File: src/tcc_defs.svh
`ifndef TCC_DEFS_SVH
`define TCC_DEFS_SVH

// ****************************************
// register offsets
// ****************************************
`define TCC_ADDR_CH0_LO 8'hda
`define TCC_ADDR_CH0_HI 8'hdb
`define TCC_ADDR_CH1_LO 8'hdc
`define TCC_ADDR_CH1_HI 8'hdd
`define TCC_ADDR_CH2_LO 8'hde
`define TCC_ADDR_CH2_HI 8'hdf
`define TCC_ADDR_CTL1 8'he6
`define TCC_ADDR_CTL2 8'he7
`define TCC_ADDR_CNT_MODE 8'hf0
`define TCC_ADDR_RADIO_MASK 8'hf1
`define TCC_ADDR_IRQ_STAT 8'hf2
`define TCC_ADDR_IRQ_MASK 8'hf3
`define TCC_ADDR_CNT_LO 8'hf4
`define TCC_ADDR_CNT_HI 8'hf5

// ****************************************
// control fields and reset values
// ****************************************
`define TCC_CTL_SRC 7
`define TCC_CTL_IM 6
`define TCC_CTL_CMP_HI 5
`define TCC_CTL_CMP_LO 3
`define TCC_CTL_MODE 2
`define TCC_CTL_CAP_HI 1
`define TCC_CTL_CAP_LO 0
`define TCC_CTL_RST 8'h40
`define TCC_VAL_RST 8'h00
`define TCC_MASK_RST 8'h00
`define TCC_CMP_SET 3'h0
`define TCC_CMP_CLR 3'h1
`define TCC_CMP_TOG 3'h2
`define TCC_CMP_SET_UP 3'h3
`define TCC_CMP_CLR_UP 3'h4
`define TCC_CMP_SET_OWN 3'h5
`define TCC_CMP_CLR_OWN 3'h6
`define TCC_CMP_DSM 3'h7
`define TCC_CAP_NONE 2'h0
`define TCC_CAP_RISE 2'h1
`define TCC_CAP_FALL 2'h2
`define TCC_CAP_BOTH 2'h3

// ****************************************
// interrupt bits and timing
// ****************************************
`define TCC_IRQ_CH1 0
`define TCC_IRQ_CH2 1
`define TCC_IRQ_OVF 2
`define TCC_DSM_DIV_SLOW 3'h7
`define TCC_DSM_DIV_FAST 3'h3

`endif

File: src/tcc_pkg.sv
package tcc_pkg;
	typedef enum logic [1:0] {
		cnt_stop,
		cnt_free,
		cnt_modulo,
		cnt_updown
	} tcc_cnt_mode_e;
	typedef logic [7:0] tcc_byte_t;
endpackage : tcc_pkg

File: src/tcc_top.sv
// The implementer's own choice: strobed register access.
`timescale 1ns/100ps
`include "tcc_defs.svh"

// What this block does
// - A channel captures from its input pin when the source bit is 0 and from the masked radio events when it is 1.
// - Each channel has an interrupt mask bit, set after reset, that enables its interrupt request.
// - In compare mode a counter match sets, clears or toggles the output for actions 000, 001 and 010.
// - Action 011 sets on an up match and clears at zero, or on the down match when counting up and down.
// - Action 100 clears on an up match and sets at zero, or on the down match when counting up and down.
// - Action 101 sets on a match with the channel value and clears on a match with the channel 0 value.
// - Action 110 clears on a match with the channel value and sets on a match with the channel 0 value.
// - Action 111 on channel 1 runs delta-sigma output at one eighth or one quarter of the tick by the mode bit.
// - Outside delta-sigma the mode bit picks capture when 0 and compare when 1.
// - The edge field disables capture or captures on rising, falling or both edges.
// - In delta-sigma the edge field turns the interpolator and the output shaping on or off.
// - The channel 0 value is sixteen bits in two bytes reset to zero and sets the delta-sigma sample rate.
// - In delta-sigma the channel 1 value is the data word and its two lowest bits are ignored.
// - The compare action fires when the counter equals the channel's own value.
// - The counter wraps at the channel 0 value in modulo mode and turns back down to zero in up/down mode.

module tcc_top #(
	parameter int CNT_W = 16,
	parameter int RADIO_W = 8
) (
	// clock and reset
	input wire logic clk,
	input wire logic rst_n,
	// register port
	input wire logic [7:0] reg_addr,
	input wire logic [7:0] reg_wdata,
	input wire logic reg_wr,
	input wire logic reg_rd,
	output logic [7:0] reg_rdata,
	// pins
	input wire logic [1:0] cap_in,
	output logic [1:0] cmp_out,
	// radio events
	input wire logic [RADIO_W-1:0] radio_events,
	// interrupt
	output logic irq
);

	// ****************************************
	// elaboration checks
	// ****************************************
	generate
		if (CNT_W != 16) begin : g_bad_width
			$error("tcc_top serves a 16-bit counter only");
		end
		if (RADIO_W < 1 || RADIO_W > 8) begin : g_bad_radio
			$error("tcc_top radio event width must be 1 to 8");
		end
	endgenerate

	// ****************************************
	// declarations
	// ****************************************
	tcc_pkg::tcc_byte_t val_lo_ff [3];
	tcc_pkg::tcc_byte_t val_hi_ff [3];
	tcc_pkg::tcc_byte_t ctl_ff [1:2];
	tcc_pkg::tcc_cnt_mode_e cnt_mode_ff;
	logic [RADIO_W-1:0] radio_mask_ff;
	logic [2:0] irq_stat_ff;
	logic [2:0] irq_mask_ff;
	logic [2:0] irq_set;
	logic [7:0] rdata_ff;
	logic [CNT_W-1:0] count_ff;
	logic down_ff;
	logic ovf_evt;
	logic radio_trig;
	logic [CNT_W-1:0] ch0_value;
	logic [2:1] cap_evt;
	logic [2:1] cmp_evt;
	logic [2:1] dsm_on;
	logic updown;

	assign ch0_value = {val_hi_ff[0], val_lo_ff[0]};
	assign updown = cnt_mode_ff == tcc_pkg::cnt_updown;
	assign radio_trig = |(radio_events & radio_mask_ff);

	// ****************************************
	// counter
	// ****************************************
	// the channels watch this counter; it moves on every clock, but is held in stop mode and kept at zero in modulo and up/down mode with a zero channel 0 value
	always_ff @(posedge clk) begin
		if (!rst_n) begin
			count_ff <= '0;
			down_ff <= 1'b0;
		end else begin
			case (cnt_mode_ff)
				tcc_pkg::cnt_free: begin
					count_ff <= count_ff + 1'b1;
					down_ff <= 1'b0;
				end
				tcc_pkg::cnt_modulo: begin
					down_ff <= 1'b0;
					if (count_ff >= ch0_value) begin
						count_ff <= '0;
					end else begin
						count_ff <= count_ff + 1'b1;
					end
				end
				tcc_pkg::cnt_updown: begin
					if (ch0_value == '0) begin
						count_ff <= '0;
						down_ff <= 1'b0;
					end else if (!down_ff) begin
						if (count_ff >= ch0_value) begin
							down_ff <= 1'b1;
							count_ff <= count_ff - 1'b1;
						end else begin
							count_ff <= count_ff + 1'b1;
						end
					end else begin
						if (count_ff == '0) begin
							down_ff <= 1'b0;
							count_ff <= count_ff + 1'b1;
						end else begin
							count_ff <= count_ff - 1'b1;
						end
					end
				end
				default: begin
					count_ff <= count_ff;
					down_ff <= down_ff;
				end
			endcase
		end
	end

	always_comb begin
		case (cnt_mode_ff)
			tcc_pkg::cnt_free: ovf_evt = &count_ff;
			tcc_pkg::cnt_modulo: ovf_evt = count_ff >= ch0_value;
			tcc_pkg::cnt_updown: ovf_evt = down_ff && (count_ff == '0);
			default: ovf_evt = 1'b0;
		endcase
	end

	// ****************************************
	// channels 1 and 2
	// ****************************************
	generate
		for (genvar c = 1; c <= 2; c++) begin : g_ch
			tcc_channel #(
				.HAS_DSM(c == 1),
				.CNT_W(CNT_W)
			) u_ch (
				.clk(clk),
				.rst_n(rst_n),
				.ctl(ctl_ff[c]),
				.own_value({val_hi_ff[c], val_lo_ff[c]}),
				.ch0_value(ch0_value),
				.count(count_ff),
				.updown(updown),
				.count_down(down_ff),
				.cap_pin(cap_in[c-1]),
				.radio_trig(radio_trig),
				.cap_evt(cap_evt[c]),
				.cmp_evt(cmp_evt[c]),
				.dsm_on(dsm_on[c]),
				.out_pin(cmp_out[c-1])
			);
		end
	endgenerate

	// ****************************************
	// value registers
	// ****************************************
	// a capture in the same cycle as a software write keeps the captured count
	always_ff @(posedge clk) begin
		if (!rst_n) begin
			for (int k = 0; k < 3; k++) begin
				val_lo_ff[k] <= `TCC_VAL_RST;
				val_hi_ff[k] <= `TCC_VAL_RST;
			end
		end else begin
			for (int k = 1; k < 3; k++) begin
				if (cap_evt[k]) begin
					val_lo_ff[k] <= count_ff[7:0];
					val_hi_ff[k] <= count_ff[15:8];
				end
			end
			if (reg_wr) begin
				if (reg_addr == `TCC_ADDR_CH0_LO) begin
					val_lo_ff[0] <= reg_wdata;
				end else if (reg_addr == `TCC_ADDR_CH0_HI) begin
					val_hi_ff[0] <= reg_wdata;
				end else if (reg_addr == `TCC_ADDR_CH1_LO && !cap_evt[1]) begin
					val_lo_ff[1] <= reg_wdata;
				end else if (reg_addr == `TCC_ADDR_CH1_HI && !cap_evt[1]) begin
					val_hi_ff[1] <= reg_wdata;
				end else if (reg_addr == `TCC_ADDR_CH2_LO && !cap_evt[2]) begin
					val_lo_ff[2] <= reg_wdata;
				end else if (reg_addr == `TCC_ADDR_CH2_HI && !cap_evt[2]) begin
					val_hi_ff[2] <= reg_wdata;
				end
			end
		end
	end

	// ****************************************
	// control registers
	// ****************************************
	always_ff @(posedge clk) begin
		if (!rst_n) begin
			ctl_ff[1] <= `TCC_CTL_RST;
			ctl_ff[2] <= `TCC_CTL_RST;
		end else if (reg_wr) begin
			if (reg_addr == `TCC_ADDR_CTL1) begin
				ctl_ff[1] <= reg_wdata;
			end else if (reg_addr == `TCC_ADDR_CTL2) begin
				ctl_ff[2] <= reg_wdata;
			end
		end
	end

	always_ff @(posedge clk) begin
		if (!rst_n) begin
			cnt_mode_ff <= tcc_pkg::cnt_stop;
			radio_mask_ff <= '0;
		end else if (reg_wr) begin
			if (reg_addr == `TCC_ADDR_CNT_MODE) begin
				cnt_mode_ff <= tcc_pkg::tcc_cnt_mode_e'(reg_wdata[1:0]);
			end else if (reg_addr == `TCC_ADDR_RADIO_MASK) begin
				radio_mask_ff <= reg_wdata[RADIO_W-1:0];
			end
		end
	end

	// ****************************************
	// interrupts
	// ****************************************
	// channel events count only while the channel mask bit is set
	assign irq_set[`TCC_IRQ_CH1] = (cap_evt[1] || cmp_evt[1]) && ctl_ff[1][`TCC_CTL_IM];
	assign irq_set[`TCC_IRQ_CH2] = (cap_evt[2] || cmp_evt[2]) && ctl_ff[2][`TCC_CTL_IM];
	assign irq_set[`TCC_IRQ_OVF] = ovf_evt;

	// set beats a write-one clear landing in the same cycle
	always_ff @(posedge clk) begin
		if (!rst_n) begin
			irq_stat_ff <= 3'h0;
		end else if (reg_wr && reg_addr == `TCC_ADDR_IRQ_STAT) begin
			irq_stat_ff <= (irq_stat_ff & ~reg_wdata[2:0]) | irq_set;
		end else begin
			irq_stat_ff <= irq_stat_ff | irq_set;
		end
	end

	always_ff @(posedge clk) begin
		if (!rst_n) begin
			irq_mask_ff <= 3'h0;
		end else if (reg_wr && reg_addr == `TCC_ADDR_IRQ_MASK) begin
			irq_mask_ff <= reg_wdata[2:0];
		end
	end

	assign irq = |(irq_stat_ff & irq_mask_ff);

	// ****************************************
	// read port
	// ****************************************
	// data stands for one cycle after each cycle of reg_rd, zero otherwise
	always_ff @(posedge clk) begin
		if (!rst_n || !reg_rd) begin
			rdata_ff <= 8'h00;
		end else if (reg_addr == `TCC_ADDR_CH0_LO) begin
			rdata_ff <= val_lo_ff[0];
		end else if (reg_addr == `TCC_ADDR_CH0_HI) begin
			rdata_ff <= val_hi_ff[0];
		end else if (reg_addr == `TCC_ADDR_CH1_LO) begin
			rdata_ff <= val_lo_ff[1];
		end else if (reg_addr == `TCC_ADDR_CH1_HI) begin
			rdata_ff <= val_hi_ff[1];
		end else if (reg_addr == `TCC_ADDR_CH2_LO) begin
			rdata_ff <= val_lo_ff[2];
		end else if (reg_addr == `TCC_ADDR_CH2_HI) begin
			rdata_ff <= val_hi_ff[2];
		end else if (reg_addr == `TCC_ADDR_CTL1) begin
			rdata_ff <= ctl_ff[1];
		end else if (reg_addr == `TCC_ADDR_CTL2) begin
			rdata_ff <= ctl_ff[2];
		end else if (reg_addr == `TCC_ADDR_CNT_MODE) begin
			rdata_ff <= {6'h00, cnt_mode_ff};
		end else if (reg_addr == `TCC_ADDR_RADIO_MASK) begin
			rdata_ff <= 8'(radio_mask_ff);
		end else if (reg_addr == `TCC_ADDR_IRQ_STAT) begin
			rdata_ff <= {5'h00, irq_stat_ff};
		end else if (reg_addr == `TCC_ADDR_IRQ_MASK) begin
			rdata_ff <= {5'h00, irq_mask_ff};
		end else if (reg_addr == `TCC_ADDR_CNT_LO) begin
			rdata_ff <= count_ff[7:0];
		end else if (reg_addr == `TCC_ADDR_CNT_HI) begin
			rdata_ff <= count_ff[15:8];
		end else begin
			rdata_ff <= 8'h00;
		end
	end

	assign reg_rdata = rdata_ff;

	// ****************************************
	// status view
	// ****************************************
	// delta-sigma state of channel 1 is visible only through its control field
	logic unused_dsm;
	assign unused_dsm = dsm_on[2];

endmodule : tcc_top

File: src/tcc_channel.sv
`timescale 1ns/100ps
`include "tcc_defs.svh"

module tcc_channel #(
	parameter bit HAS_DSM = 1'b0,
	parameter int CNT_W = 16
) (
	// clock and reset
	input wire logic clk,
	input wire logic rst_n,
	// configuration
	input wire logic [7:0] ctl,
	input wire logic [CNT_W-1:0] own_value,
	input wire logic [CNT_W-1:0] ch0_value,
	// counter view
	input wire logic [CNT_W-1:0] count,
	input wire logic updown,
	input wire logic count_down,
	// trigger sources
	input wire logic cap_pin,
	input wire logic radio_trig,
	// results
	output logic cap_evt,
	output logic cmp_evt,
	output logic dsm_on,
	output logic out_pin
);
	logic [2:0] act;
	logic [1:0] edge_sel;
	logic sel_in, prev_ff, hit, own_hit, ch0_hit, zero_hit, up_phase;
	logic cap_mode, cmp_mode, nxt_out, dsm_bit, out_ff;

	assign act = ctl[`TCC_CTL_CMP_HI:`TCC_CTL_CMP_LO];
	assign edge_sel = ctl[`TCC_CTL_CAP_HI:`TCC_CTL_CAP_LO];
	assign dsm_on = HAS_DSM && (act == `TCC_CMP_DSM);
	assign cap_mode = !ctl[`TCC_CTL_MODE] && !dsm_on;
	assign cmp_mode = ctl[`TCC_CTL_MODE] && !dsm_on;

	// ****************************************
	// capture
	// ****************************************
	assign sel_in = ctl[`TCC_CTL_SRC] ? radio_trig : cap_pin;

	always_ff @(posedge clk) begin
		if (!rst_n) begin
			prev_ff <= 1'b0;
		end else begin
			prev_ff <= sel_in;
		end
	end

	always_comb begin
		case (edge_sel)
			`TCC_CAP_RISE: hit = sel_in && !prev_ff;
			`TCC_CAP_FALL: hit = !sel_in && prev_ff;
			`TCC_CAP_BOTH: hit = sel_in != prev_ff;
			default: hit = 1'b0;
		endcase
	end

	assign cap_evt = cap_mode && hit;

	// ****************************************
	// compare
	// ****************************************
	assign own_hit = count == own_value;
	assign ch0_hit = count == ch0_value;
	assign zero_hit = count == '0;
	assign up_phase = !(updown && count_down);
	assign cmp_evt = cmp_mode && own_hit;

	// own match wins when both matches land together
	always_comb begin
		nxt_out = out_ff;
		case (act)
			`TCC_CMP_SET: if (own_hit) nxt_out = 1'b1;
			`TCC_CMP_CLR: if (own_hit) nxt_out = 1'b0;
			`TCC_CMP_TOG: if (own_hit) nxt_out = !out_ff;
			`TCC_CMP_SET_UP: begin
				if (own_hit && up_phase) nxt_out = 1'b1;
				else if (updown ? own_hit : zero_hit) nxt_out = 1'b0;
			end
			`TCC_CMP_CLR_UP: begin
				if (own_hit && up_phase) nxt_out = 1'b0;
				else if (updown ? own_hit : zero_hit) nxt_out = 1'b1;
			end
			`TCC_CMP_SET_OWN: begin
				if (own_hit) nxt_out = 1'b1;
				else if (ch0_hit) nxt_out = 1'b0;
			end
			`TCC_CMP_CLR_OWN: begin
				if (own_hit) nxt_out = 1'b0;
				else if (ch0_hit) nxt_out = 1'b1;
			end
			default: nxt_out = out_ff;
		endcase
	end

	always_ff @(posedge clk) begin
		if (!rst_n) begin
			out_ff <= 1'b0;
		end else if (dsm_on) begin
			out_ff <= dsm_bit;
		end else if (cmp_mode) begin
			out_ff <= nxt_out;
		end
	end

	assign out_pin = out_ff;

	// ****************************************
	// delta-sigma modulator
	// ****************************************
	generate
		if (HAS_DSM) begin : g_dsm
			logic [2:0] div_ff;
			logic [CNT_W-1:0] rate_ff;
			logic [CNT_W-3:0] cur_ff, prev_smp_ff, drive;
			logic [CNT_W-2:0] avg;
			logic [CNT_W-2:0] sum1, sum2;
			logic [CNT_W-3:0] acc1_ff, acc2_ff;
			logic step, interp_on, shape_on, bit_ff;

			assign step = div_ff == (ctl[`TCC_CTL_MODE] ? `TCC_DSM_DIV_FAST : `TCC_DSM_DIV_SLOW);
			assign interp_on = !edge_sel[1];
			assign shape_on = !edge_sel[0];
			assign avg = {1'b0, cur_ff} + {1'b0, prev_smp_ff};
			// interpolation here is a midpoint between samples, cheap and monotonic
			assign drive = interp_on ? avg[CNT_W-2:1] : cur_ff;
			assign sum1 = {1'b0, acc1_ff} + {1'b0, drive};
			assign sum2 = {1'b0, acc2_ff} + {1'b0, sum1[CNT_W-3:0]};
			assign dsm_bit = bit_ff;

			always_ff @(posedge clk) begin
				if (!rst_n || !dsm_on) begin
					div_ff <= 3'h0;
					rate_ff <= '0;
					cur_ff <= '0;
					prev_smp_ff <= '0;
				end else begin
					div_ff <= step ? 3'h0 : div_ff + 3'h1;
					if (rate_ff >= ch0_value) begin
						rate_ff <= '0;
						prev_smp_ff <= cur_ff;
						cur_ff <= own_value[CNT_W-1:2];
					end else begin
						rate_ff <= rate_ff + 1'b1;
					end
				end
			end

			// shaping adds a second integrator, pushing noise higher in frequency
			always_ff @(posedge clk) begin
				if (!rst_n || !dsm_on) begin
					acc1_ff <= '0;
					acc2_ff <= '0;
					bit_ff <= 1'b0;
				end else if (step) begin
					acc1_ff <= sum1[CNT_W-3:0];
					acc2_ff <= shape_on ? sum2[CNT_W-3:0] : '0;
					bit_ff <= shape_on ? sum2[CNT_W-2] : sum1[CNT_W-2];
				end
			end
		end else begin : g_no_dsm
			assign dsm_bit = 1'b0;
		end
	endgenerate
endmodule : tcc_channel

File: config.mk
export PLATFORM = sky130hd
export DESIGN_NAME = tcc_top
export DESIGN_NICKNAME = d
export VERILOG_FILES = /design/src/tcc_pkg.sv /design/src/tcc_top.sv /design/src/tcc_channel.sv
export VERILOG_INCLUDE_DIRS = /design/src
export SDC_FILE = /design/constraint.sdc
export NUM_CORES = 1
export LEC_CHECK = 0
export CAP_MARGIN = 10
export CORE_ASPECT_RATIO = 0.9
export CORE_MARGIN = 1
export CORE_UTILIZATION = 50
export DETAILED_ROUTE_END_ITERATION = 16
export DONT_BUFFER_PORTS = 1
export PLACE_DENSITY = 0.73
export RECOVER_POWER = 100
export SLEW_MARGIN = 10
export SYNTH_ARGS = -nofsm -noshare
export SYNTH_HDL_FRONTEND = slang
export SYNTH_SLANG_ARGS = --single-unit
File: constraint.sdc
create_clock -name clk -period 6.49 [get_ports clk]
set_clock_uncertainty 0.05 [all_clocks]
set_input_delay 0 -clock clk [delete_from_list [all_inputs] [get_ports clk]]
set_output_delay 0 -clock clk [all_outputs]
set_load 0.02 [all_outputs]
==> metrics.md, run 1 <==
| Metric | Value |
|---|---|
| Status | `finished with violations` |
| Failing checks | `capacitance limit, slew limit` |
| Die X | `approximately 170 um` |
| Routed wire per std cell | `around 21 um` |
| GPL Wtd Cong | `about 0.95` |
| Area of the core | `between 20000 and 25000 sq um` |
| Crit path top cell by count | `o21ai_0` |
| Ys flop type | `dfxtp_1` |
| Htree depth | `4` |
| Syn Nets | `1524` |
| Detailed-router iteration count before antenna repair | `7` |
| Mapped Cells | `between 1000 and 1500` |
| Sequential area share after synthesis | `35.0%` |
| Top cells by count, synth | `nand2_1 (158), dfxtp_1 (121), ha_1 (88), a21oi_1 (84), nor2_1 (82)` |
| Clk_lat worst skew | `between 400 and 500 ps` |
| Critical Path AT | `around 5300 ps` |
| 1st-iter DRT viols | `approximately 1100` |
| RSZ-0062 raised after global routing | `no` |
| Worst path top cell family by delay | `compound AO/OA/AOI/OAI gates` |
| Max FO, Critical Path | `6` |
| FF+latch count, synth | `between 150 and 200` |
| Hpwl dp | `around 26000 um` |
| Layout area overhead | `7.96%` |
| Area share of the leading cell type in the synthesized netlist | `19.5%` |
| P_leak | `between 0.005 and 0.006 uW` |
| Clock tree from TritonCTS | `built` |
| Top cells by area, synth | `dfxtp_1 (20%), edfxtp_1 (15%), ha_1 (8.9%)` |
| Final setup fails | `0` |
| Post-DRT Antenna Nets | `0` |
| Max Freq | `0.198 GHz` |
| CP bufs+invs | `0` |
| Slew HR | `-34.1%` |
| Sum Neg Setup Slack | `0 ps` |
| Total Power | `approximately 2500 uW` |
| Worst setup SP type | `flip-flop` |
| Post-Synthesis Mean Instance Area | `8.84 sq um` |
| Vias per inst | `around 6.4` |
| Worst setup EP type | `flip-flop` |
| Final hold violations | `0` |
| WS Path Type | `reg -> reg` |
| Worst path required time | `6780 ps` |
| Crit-path slowest cell | `o41ai_1` |
| Slew at the pin closest to its max-slew limit | `2010 ps` |
| GRT Util Overall | `28.9%` |
| Crit share post-route | `roughly 80%` |
| Clock slew at reported path FFs | `70 ps` |
| Cells along the critical path | `and2_0 -> fa_1 -> a21o_1 -> a21oi_1 -> o21bai_1 -> a21boi_0 -> nor2_1 -> xnor2_1 -> o21ai_0 -> ha_1 -> a21oi_1 -> o21ai_0 -> xor2_1 -> ha_1 -> and3_1 -> nand4_1 -> nand3_1 -> o41ai_1 -> o21ai_0 -> xor2_1 -> a22o_1` |
| Max-slew violation count | `77` |
| Post-synth EDFFs | `64` |
| Leading area contributor after synthesis | `dfxtp_1` |
| Async SR Flop Fraction | `0%` |
| Setup Fix Bufs, Post-CTS | `0` |
| Largest net degree at the start of global routing | `47` |
| Io pins | `about 40` |
| DR vias | `roughly 11000` |
| VDD IR-drop max | `0.203 mV` |
| Syn. warnings | `0` |
| Layout Nets | `1509` |
| Count of different cell masters after synthesis | `86` |
| Die ar. | `approximately 25000 sq um` |
| Layout cell share with drive strength beyond 1 | `7.00%` |
| Hold WS | `around 51 ps` |
| CP max stage delay | `490 ps` |
| Initial antenna violation count | `2` |
| Rows | `54` |
| Util after Layout | `a little under three fifths` |
| Pwr Density | `between 150 and 200 nW/um^2` |
| First-pass GRT wire length | `about 56000 um` |
| Initial core utilization | `51.0%` |
| Vias in the first global route | `10163` |
| Clock Path Buffers | `2` |
| Syn Std Cell Area | `between 10000 and 15000 sq um` |
| Clock Sinks | `around 190` |
| Final wirelength | `36300 um` |
| PortBufs | `0` |
| Final min period | `5050 ps` |
| Root Buffer | `clkbuf_16` |
| Hold Crit Class | `in -> reg` |
| Cell with the most instances after synthesis | `nand2_1` |
| Grt ovf | `0` |
| Max-Cap Viols | `2` |
| DRC viols | `0` |
| Die Span Y | `about 150 um` |
| Num CTS Buffers | `17` |
-- routing by layer --
layer  part of all wire (%)  track usage, %
met4                    4.5            14.0
met2                     44            44.8
met3                     10            6.95
met1                     42            38.0
met5                      0               0
-- report_power, final --
part | internal [uW] | leakage [uW] | switching, uW
clock network | 558 | 0.000294 | 492
registers | 1220 | 0.00163 | 32.6
logic | 57.2 | 0.00324 | 105
-- state kept, by name (all words and copies together), names as in the netlist --
signal and count:
val_hi_ff 24, g_ch.u_ch.prev_ff 2, irq_stat_ff 3, g_ch.u_ch.g_dsm.prev_smp_ff 14, count_ff 16, g_ch.u_ch.out_pin 2
radio_mask_ff 8, irq_mask_ff 3, ctl_ff 16, down_ff 1, g_ch.u_ch.g_dsm.div_ff 3, cnt_mode_ff 2
val_lo_ff 24, g_ch.u_ch.g_dsm.acc2_ff 14, g_ch.u_ch.g_dsm.acc1_ff 14, g_ch.u_ch.g_dsm.cur_ff 14, reg_rdata 8, g_ch.u_ch.g_dsm.rate_ff 16
g_ch.u_ch.dsm_bit 1
-- tightest hold or removal path, cell delays in order --
cell     delay (ps)
nor3_1          110
nand2_1         190
or3_1           130
-- repair_timing --
| action | in CTS | in global routing |
|---|---|---|
| gates resized for setup | 0 | 0 |
| hold endpoints to repair | 134 | 0 |
| hold buffers | 25 | 0 |
-- cell usage in the layout, fill, tap and decap left out, types with 8 or more instances in the layout --
cell / synthesis / routed
xnor2_1: 61 / 61
buf_4: 3 / 19
mux2i_1: 59 / 59
a211oi_1: 10 / 10
ha_1: 88 / 88
nor4_1: 15 / 16
nor2b_1: 10 / 10
dlygate4sd3_1: 0 / 25
o31ai_1: 8 / 8
o22ai_1: 10 / 10
a31oi_1: 11 / 11
nand3_1: 42 / 42
and2_1: 37 / 8
edfxtp_1: 64 / 64
inv_1: 52 / 52
nand2_1: 158 / 158
mux2_2: 21 / 21
o21ai_0: 67 / 67
nand2b_1: 16 / 16
and3_1: 18 / 18
a22o_1: 30 / 30
nor2_1: 82 / 81
clkbuf_16: 0 / 19
xor2_1: 23 / 23
dfxtp_1: 121 / 121
a21oi_1: 84 / 83
a22oi_1: 12 / 12
nor3_1: 47 / 49
nand4_1: 19 / 19
a21o_1: 18 / 18
and2_0: 1 / 30
-- logic make-up after synthesis --
family | count (synthesis) | synth area share [%]
xor+xnor | 84 | 5.93
fa+ha+maj | 91 | 9.36
simple gates | 492 | 20.0
compound gates | 337 | 18.7
buf+inv | 134 | 4.36
mux | 80 | 6.67
flops | 185 | 35.0
-- area by class of cell --
type	count	area, sq um
antenna	1	2.50
clock buffer	20	489
clock inverter	12	103
fill	2204	10900
inverter	52	195
multi-input combinational	1084	7470
sequential	185	4340
tap	308	385
timing repair buffer	48	408
-- worst paths after layout --
kind	start	to	slack, ps	cells after the start
max	g_ch[1].u_ch.g_dsm.prev_smp_ff[0]	g_ch[1].u_ch.g_dsm.acc2_ff[13]	1440	21
min	reg_addr[4]	ctl_ff[1][6]	50	3
max reg2reg	g_ch[1].u_ch.g_dsm.prev_smp_ff[0]	g_ch[1].u_ch.g_dsm.acc2_ff[13]	1440	21
min reg2reg	g_ch[1].u_ch.g_dsm.div_ff[0]	g_ch[1].u_ch.g_dsm.div_ff[0]	370	1
-- stage by stage --
step	setup WS [ps]	instances	area (sq um)
global route	962	1709	13400
CTS	1510	1709	13500
global placement	1640	1652	12600
floorplan	2020	1403	12400
detailed placement	1510	1652	12600
finish	1440	1710	13400
Power figures use the tool's default switching activity.
==> run 2, diff against run 1 <==
--- a/config.mk
+++ b/config.mk
@@ -6,6 +6,7 @@
 export SDC_FILE = /design/constraint.sdc
 export NUM_CORES = 1
 export LEC_CHECK = 0
+export ABC_AREA = 1
 export CAP_MARGIN = 10
 export CORE_ASPECT_RATIO = 0.9
 export CORE_MARGIN = 1
==> constraint.sdc (replaced) <==
create_clock -name clk -period 5.2 [get_ports clk]
set_clock_uncertainty 0.05 [all_clocks]
set_input_delay 0 -clock clk [delete_from_list [all_inputs] [get_ports clk]]
set_output_delay 0 -clock clk [all_outputs]
set_load 0.02 [all_outputs]
==> metrics.md, run 2 <==
| Metric | Value |
|---|---|
| Flop pwr share | `49.2% (was 50.9%)` |
| CP max stage delay | `670 ps (was 490 ps)` |
| Root Buffer | `clkbuf_16 (unchanged)` |
| Largest regs | `val_hi_ff: 24 flops, val_lo_ff: 24 flops (unchanged)` |
| Crit-path slowest cell | `clkinvlp_2 (was o41ai_1)` |
| Worst R2R Path Depth | `16 (was 21)` |
| Status | `finished with violations (unchanged)` |
| Die ar. | `26300 sq um (was 25400 sq um)` |
| Slew HR | `-11.6% (was -34.1%)` |
| Post-Synthesis Mean Instance Area | `7.11 sq um (was 8.84 sq um)` |
| Layout cell share with drive strength beyond 1 | `3.91% (was 7.00%)` |
| CP bufs+invs | `3 (was 0)` |
| Max-Cap Viols | `3 (was 2)` |
| Worst setup SP type | `flip-flop (unchanged)` |
| Count of different cell masters after synthesis | `52 (was 86)` |
| PortBufs | `0 (unchanged)` |
| Max Freq | `0.218 GHz (was 0.198 GHz)` |
| Switching share of power | `28.6% (was 25.5%)` |
| Worst setup EP type | `flip-flop (unchanged)` |
| FF+latch count, synth | `185 (unchanged)` |
| Post-cts resize count | `0 (unchanged)` |
| Async SR Flop Fraction | `0% (unchanged)` |
| Top cells by count, synth | `nand2_1 (410), inv_1 (214), nor2_1 (170), a21oi_1 (148), o21ai_0 (147) (was nand2_1 (158), dfxtp_1 (121), ha_1 (88), a21oi_1 (84), nor2_1 (82))` |
| Area occupied by multi-input gates | `7290 sq um (was 7470 sq um)` |
| Largest net degree at the start of global routing | `44 (was 47)` |
| Crit path top cell by count | `nand2_1 (was o21ai_0)` |
| Rows | `55 (was 54)` |
| Post-synth EDFFs | `64 (unchanged)` |
| Failing checks | `capacitance limit, slew limit (unchanged)` |
| DRC viols | `0 (unchanged)` |
| 1st-iter DRT viols | `1382 (was 1133)` |
| Initial antenna violation count | `1 (was 2)` |
| Reg area | `4340 sq um (unchanged)` |
| Syn. warnings | `0 (unchanged)` |
| P_sw | `910 uW (was 629 uW)` |
| Max FO, Critical Path | `16 (was 6)` |
| Ys flop type | `dfxtp_1 (unchanged)` |
| First-pass GRT wire length | `62200 um (was 56500 um)` |
| Clk_lat worst skew | `460 ps (was 450 ps)` |
| VDD IR-drop max | `0.242 mV (was 0.203 mV)` |
| Int Power | `2270 uW (was 1840 uW)` |
| Leading area contributor after synthesis | `dfxtp_1 (unchanged)` |
| Setup WS pre-CTS | `759 ps (was 1510 ps)` |
| Clock Path Buffers | `2 (unchanged)` |
| Clock tree from TritonCTS | `built (unchanged)` |
| DR vias | `12396 (was 10903)` |
| Critical Path AT | `4810 ps (was 5330 ps)` |
| Crit path setup slack, layout | `614 ps (was 1440 ps)` |
| Final min period | `4590 ps (was 5050 ps)` |
| Clk pwr share | `43.9% (was 42.5%)` |
| Detailed-router iteration count before antenna repair | `5 (was 7)` |
| RSZ-0062 raised after global routing | `no (unchanged)` |
| Layout Nets | `1926 (was 1509)` |
| Combinational share of power | `6.9% (was 6.6%)` |
| Syn Nets | `1925 (was 1524)` |
| Hold Crit Class | `in -> reg (unchanged)` |
| GPL Wtd Cong | `0.966 (was 0.953)` |
| Clock Sinks | `185 (unchanged)` |
| Vias per inst | `5.73 (was 6.38)` |
| Hold WS | `32.7 ps (was 50.5 ps)` |
| WS Path Type | `reg -> reg (unchanged)` |
| GRT Util Overall | `30.7% (was 28.9%)` |
| Area of the core | `25200 sq um (was 24300 sq um)` |
| Final hold violations | `0 (unchanged)` |
| Vias in the first global route | `11632 (was 10163)` |
| Top cells by area, synth | `dfxtp_1 (19%), edfxtp_1 (15%), nand2_1 (12%) (was dfxtp_1 (20%), edfxtp_1 (15%), ha_1 (8.9%))` |
| Die X | `171 um (was 168 um)` |
| Min-Delay Path Depth | `6 (was 3)` |
| P_leak | `0.00619 uW (was 0.00516 uW)` |
| Hpwl dp | `29300 um (was 26100 um)` |
| Crit share post-route | `88.2% (was 77.8%)` |
| Final wirelength | `39500 um (was 36300 um)` |
| Mapped Cells | `1804 (was 1403)` |
| Most common cell after layout, fill and taps aside | `nand2_1 (unchanged)` |
| Slew at the pin closest to its max-slew limit | `1670 ps (was 2010 ps)` |
| Filler cell count | `2460 (was 2204)` |
| Sequential area share after synthesis | `33.9% (was 35.0%)` |
| Grt ovf | `0 (unchanged)` |
| Clock slew at reported path FFs | `90 ps (was 70 ps)` |
| Htree depth | `4 (unchanged)` |
| Worst path top cell family by delay | `simple AND/OR/NAND/NOR gates (was compound AO/OA/AOI/OAI gates)` |
| Layout area overhead | `8.01% (was 7.96%)` |
| Io pins | `41 (unchanged)` |
| Post-DRT Antenna Nets | `0 (unchanged)` |
| Levels on crit path | `16 (was 21)` |
| Util after Layout | `55.0% (was 55.1%)` |
| Final setup fails | `0 (unchanged)` |
| Initial core utilization | `50.9% (was 51.0%)` |
| Sum Neg Setup Slack | `0 ps (unchanged)` |
| Pwr Density | `229 nW/um^2 (was 184 nW/um^2)` |
| Cells along the critical path | `a22o_1 -> a221oi_1 -> nand2_1 -> o21ai_0 -> inv_1 -> ha_1 -> a31oi_1 -> nand3_1 -> inv_1 -> nor2_1 -> nand2_1 -> nand2_1 -> nor2_2 -> nand2_1 -> clkinvlp_2 -> a21oi_1 (was and2_0 -> fa_1 -> a21o_1 -> a21oi_1 -> o21bai_1 -> a21boi_0 -> nor2_1 -> xnor2_1 -> o21ai_0 -> ha_1 -> a21oi_1 -> o21ai_0 -> xor2_1 -> ha_1 -> and3_1 -> nand4_1 -> nand3_1 -> o41ai_1 -> o21ai_0 -> xor2_1 -> a22o_1)` |
| Die Span Y | `154 um (was 151 um)` |
| Max-slew violation count | `55 (was 77)` |
| Commonest cells after routing, fill and taps aside | `nand2_1 (413), inv_1 (217), nor2_1 (181), o21ai_0 (149), a21oi_1 (148) (was nand2_1 (158), dfxtp_1 (121), ha_1 (88), a21oi_1 (83), nor2_1 (81))` |
| Routed wire per std cell | `18.3 um (was 21.2 um)` |
| Num CTS Buffers | `17 (unchanged)` |
| Worst path required time | `5430 ps (was 6780 ps)` |
| Syn Std Cell Area | `12800 sq um (was 12400 sq um)` |
| Area share of the leading cell type in the synthesized netlist | `18.9% (was 19.5%)` |
| Cell with the most instances after synthesis | `nand2_1 (unchanged)` |
[run 2: cell types whose count changed after synthesis, moves of 64 or more]
cell,previous run,this run
inv_1,52,214
a21oi_1,84,148
nand3_1,42,117
nand2_1,158,410
nor2_1,82,170
o21ai_0,67,147
[run 2: worst min-delay path, stage by stage]
cell and delay, ps:
nand3_4 120, nor2_8 80, nand2_1 60, nand3_1 90, nand2_1 110, inv_1 50
[run 2: timing repair]
item / CTS / global route
setup buffers: 0 / 0
setup endpoints to repair: 0 / 0
endpoints found under the hold margin: 127 / 0
hold buffers: 23 / 0
[run 2: cell families after synthesis]
| logic type | Yosys count | synth area share [%] |
|---|---|---|
| buf+inv | 276 | 8.38 |
| compound gates | 353 | 15.0 |
| fa+ha+maj | 91 | 9.05 |
| xor+xnor | 84 | 5.74 |
| simple gates | 815 | 28.0 |
| flops | 185 | 33.9 |
[run 2: cell type report]
cell class / instances / share of cell area (%)
multi-input combinational: 1343 / 52.6
sequential: 185 / 31.4
inverter: 226 / 6.15
tap: 342 / 3.09
clock buffer: 17 / 3.07
timing repair buffer: 32 / 2.17
clock inverter: 15 / 1.48
antenna: 2 / 0.0361
[run 2: metal layers]
metal	wire, um	track usage (%)
met3	3940	6.85
met1	17000	41.2
met5	0	0
met2	17300	47.9
met4	1220	11.7
[run 2: power by group through the flow]
stage | combinational [uW] | sequential, uW | clock, uW
6_report | 220 | 1560 | 1390
5_1_grt | 244 | 1570 | 1460
4_1_cts | 222 | 1560 | 1410
3_5_place_dp | 197 | 1590 | 0
3_3_place_gp | 193 | 1590 | 0
2_1_floorplan | 154 | 1580 | 0
[run 2: final timing paths]
| check | slack, ps | startpoint | endpoint |
|---|---|---|---|
| worst max-delay path | 610 | radio_mask_ff[7] | val_lo_ff[1][2] |
| worst min-delay path | 30 | reg_addr[2] | reg_rdata[5] |
| worst max register to register | 610 | radio_mask_ff[7] | val_lo_ff[1][2] |
| worst min register to register | 380 | g_ch[1].u_ch.g_dsm.div_ff[0] | g_ch[1].u_ch.g_dsm.div_ff[0] |
[run 2: stage by stage]
stage / total power (uW) / cell area (sq um) / cells
after floorplan: 1730 / 12800 / 1804
after global placement: 1790 / 13100 / 2105
after detailed placement: 1790 / 13100 / 2105
after CTS: 3190 / 14000 / 2160
after global routing: 3270 / 13900 / 2161
final: 3180 / 13900 / 2162
==> run 3, diff against run 2 <==
--- a/config.mk
+++ b/config.mk
@@ -8,14 +8,17 @@
 export LEC_CHECK = 0
 export ABC_AREA = 1
 export CAP_MARGIN = 10
+export CELL_PAD_IN_SITES_DETAIL_PLACEMENT = 2
+export CELL_PAD_IN_SITES_GLOBAL_PLACEMENT = 2
 export CORE_ASPECT_RATIO = 0.9
 export CORE_MARGIN = 1
-export CORE_UTILIZATION = 50
+export CORE_UTILIZATION = 25
 export DETAILED_ROUTE_END_ITERATION = 16
 export DONT_BUFFER_PORTS = 1
-export PLACE_DENSITY = 0.73
+export PLACE_DENSITY = 0.65
 export RECOVER_POWER = 100
 export SLEW_MARGIN = 10
 export SYNTH_ARGS = -nofsm -noshare
 export SYNTH_HDL_FRONTEND = slang
 export SYNTH_SLANG_ARGS = --single-unit
+export TNS_END_PERCENT = 10
==> metrics.md, run 3 (synthesized netlist as in run 2, its figures left out) <==
| Metric | Value |
|---|---|
| Status | `finished with violations (unchanged)` |
| Failing checks | `hold timing, capacitance limit, slew limit (was capacitance limit, slew limit)` |
| Hold Crit Class | `in -> reg (unchanged)` |
| Die ar. | `52200 sq um (was 26300 sq um)` |
| Placed cells | `2451 (was 2105)` |
| Die Span Y | `217 um (was 154 um)` |
| Final setup fails | `0 (unchanged)` |
| Worst path required time | `5510 ps (was 5430 ps)` |
| Slew HR | `-19.8% (was -11.6%)` |
| WS Path Type | `reg -> reg (unchanged)` |
| Vias per inst | `4.99 (was 5.73)` |
| R2R Setup Slk | `560 ps (was 610 ps)` |
| Die X | `241 um (was 171 um)` |
| Vias in the first global route | `13428 (was 11632)` |
| Pwr Density | `222 nW/um^2 (was 229 nW/um^2)` |
| Commonest cells after routing, fill and taps aside | `nand2_1 (413), inv_1 (217), nor2_1 (185), a21oi_1 (149), o21ai_0 (149) (was nand2_1 (413), inv_1 (217), nor2_1 (181), o21ai_0 (149), a21oi_1 (148))` |
| Layout Nets | `1936 (was 1926)` |
| Util after Layout | `28.3% (was 55.0%)` |
| CP max stage delay | `1300 ps (was 670 ps)` |
| Crit path setup slack, layout | `557 ps (was 614 ps)` |
| Max Freq | `0.215 GHz (was 0.218 GHz)` |
| Worst path top cell family by delay | `buffers and inverters (was simple AND/OR/NAND/NOR gates)` |
| Post-DRT Antenna Nets | `0 (unchanged)` |
| VDD IR-drop max | `0.268 mV (was 0.242 mV)` |
| 1st-iter DRT viols | `778 (was 1382)` |
| Grt ovf | `0 (unchanged)` |
| Root Buffer | `clkbuf_16 (unchanged)` |
| Final hold violations | `1 (was 0)` |
| Max FO, Critical Path | `43 (was 16)` |
| Clk_lat worst skew | `510 ps (was 460 ps)` |
| Hpwl dp | `40500 um (was 29300 um)` |
| Largest regs | `val_hi_ff: 24 flops, val_lo_ff: 24 flops (unchanged)` |
| Sum Neg Setup Slack | `0 ps (unchanged)` |
| Layout cell share with drive strength beyond 1 | `3.99% (was 3.91%)` |
| Worst Hold Launch | `cap_in[0] (was reg_addr[2])` |
| CP bufs+invs | `4 (was 3)` |
| Final min period | `4640 ps (was 4590 ps)` |
| GPL Wtd Cong | `0.836 (was 0.966)` |
| Layout area overhead | `11.4% (was 8.01%)` |
| Rows | `78 (was 55)` |
| Routed wire per std cell | `21.0 um (was 18.3 um)` |
| Setup Fix Bufs, Post-CTS | `0 (unchanged)` |
| Slew at the pin closest to its max-slew limit | `1800 ps (was 1670 ps)` |
| Worst R2R Path Depth | `12 (was 16)` |
| Io pins | `41 (unchanged)` |
| Num CTS Buffers | `17 (unchanged)` |
| Setup WS pre-CTS | `615 ps (was 759 ps)` |
| Crit-path slowest cell | `clkbuf_1 (was clkinvlp_2)` |
| Worst R2R End | `g_ch[1].u_ch.g_dsm.rate_ff[14] (was val_lo_ff[1][2])` |
| N_diodes | `0 (was 2)` |
| First-pass GRT wire length | `81900 um (was 62200 um)` |
| Clock Sinks | `185 (unchanged)` |
| Hold buffer count at CTS | `25 (was 23)` |
| Area of the core | `50600 sq um (was 25200 sq um)` |
| Critical Path AT | `4960 ps (was 4810 ps)` |
| Clock slew at reported path FFs | `80 ps (was 90 ps)` |
| Crit share post-route | `89.3% (was 88.2%)` |
| PortBufs | `0 (unchanged)` |
| Worst setup SP type | `flip-flop (unchanged)` |
| P_leak | `0.00622 uW (was 0.00619 uW)` |
| Min-Delay Path Depth | `3 (was 6)` |
| Most common cell after layout, fill and taps aside | `nand2_1 (unchanged)` |
| Clock Path Buffers | `2 (unchanged)` |
| GRT Util Overall | `21.0% (was 30.7%)` |
| Final Instance Count excl. Fillers | `2508 (was 2162)` |
| Hold EP | `g_ch[1].u_ch.prev_ff (was reg_rdata[5])` |
| Max-slew violation count | `66 (was 55)` |
| Max-Cap Viols | `3 (unchanged)` |
| Hold WS | `-11.2 ps (was 32.7 ps)` |
| Initial core utilization | `25.4% (was 50.9%)` |
| Worst r2r src | `val_hi_ff[0][7] (was radio_mask_ff[7])` |
| Final wirelength | `52800 um (was 39500 um)` |
| RSZ-0062 raised after global routing | `no (unchanged)` |
| Cells along the critical path | `inv_1 -> ha_1 -> nand2_1 -> inv_1 -> nand3_1 -> nor3_1 -> nand2_1 -> nand3_1 -> clkbuf_1 -> inv_1 -> nand2_1 -> nor2_1 (was a22o_1 -> a221oi_1 -> nand2_1 -> o21ai_0 -> inv_1 -> ha_1 -> a31oi_1 -> nand3_1 -> inv_1 -> nor2_1 -> nand2_1 -> nand2_1 -> nor2_2 -> nand2_1 -> clkinvlp_2 -> a21oi_1)` |
| Initial antenna violation count | `2 (was 1)` |
| Post-cts resize count | `0 (unchanged)` |
| Htree depth | `4 (unchanged)` |
| Worst setup EP type | `flip-flop (unchanged)` |
| DRC viols | `0 (unchanged)` |
| Clock tree from TritonCTS | `built (unchanged)` |
| Detailed-router iteration count before antenna repair | `5 (unchanged)` |
| Largest net degree at the start of global routing | `44 (unchanged)` |
| DR vias | `12510 (was 12396)` |
==> run 3: changes by cell type in the layout (fill, tap and decap cells not counted), sizes merged <==
cell         previous run  this run
dlygate4sd3            22        24
clkinv                  9         8
inv                   231       232
clkbuf                 19        21
diode                   2         0
clkinvlp                1         0
buf                     8        15
==> run 3: worst min-delay path: stages <==
cell     delay (ps)
or2_2            80
o21ai_0         260
nor2_1          160
==> run 3: routing by layer <==
metal	GRT usage, %	wire [um]	vias to the layer above
met5	0	22	-
met4	6.18	913	4
met3	3.48	2000	51
met2	33.4	23900	174
met1	29.1	25900	6271
li1	-	-	6010
==> run 3: through the flow <==
stage               power [uW]  cell area (sq um)
CTS                       3230              14400
detailed placement        1820              13600
global placement          1810              13600
global route              3290              14300
finish                    3170              14300
floorplan                 1730              12800
==> run 3: cell type report <==
type / instances / area (sq um)
clock buffers: 18 / 450
clock inverters: 14 / 129
fillers: 6066 / 36300
inverters: 226 / 853
multi-input cells: 1343 / 7280
flip-flops and latches: 185 / 4340
well taps: 680 / 851
repair buffers: 42 / 377
==> run 3: worst max path at each step <==
stage	endpoint	startpoint	depth (start not counted)
after detailed placement	g_ch[1].u_ch.dsm_bit	g_ch[1].u_ch.g_dsm.cur_ff[0]	33
after global routing	g_ch[1].u_ch.g_dsm.rate_ff[14]	val_hi_ff[0][7]	12
final	g_ch[1].u_ch.g_dsm.rate_ff[14]	val_hi_ff[0][7]	12
after floorplan	g_ch[1].u_ch.dsm_bit	g_ch[1].u_ch.g_dsm.cur_ff[0]	33
after global placement	g_ch[1].u_ch.dsm_bit	g_ch[1].u_ch.g_dsm.cur_ff[0]	33
after CTS	g_ch[1].u_ch.dsm_bit	g_ch[1].u_ch.g_dsm.cur_ff[0]	33
==> run 3: power by group <==
group          internal (uW)  switching, uW
sequential              1530           39.6
combinational           69.2            167
clock                    660            704
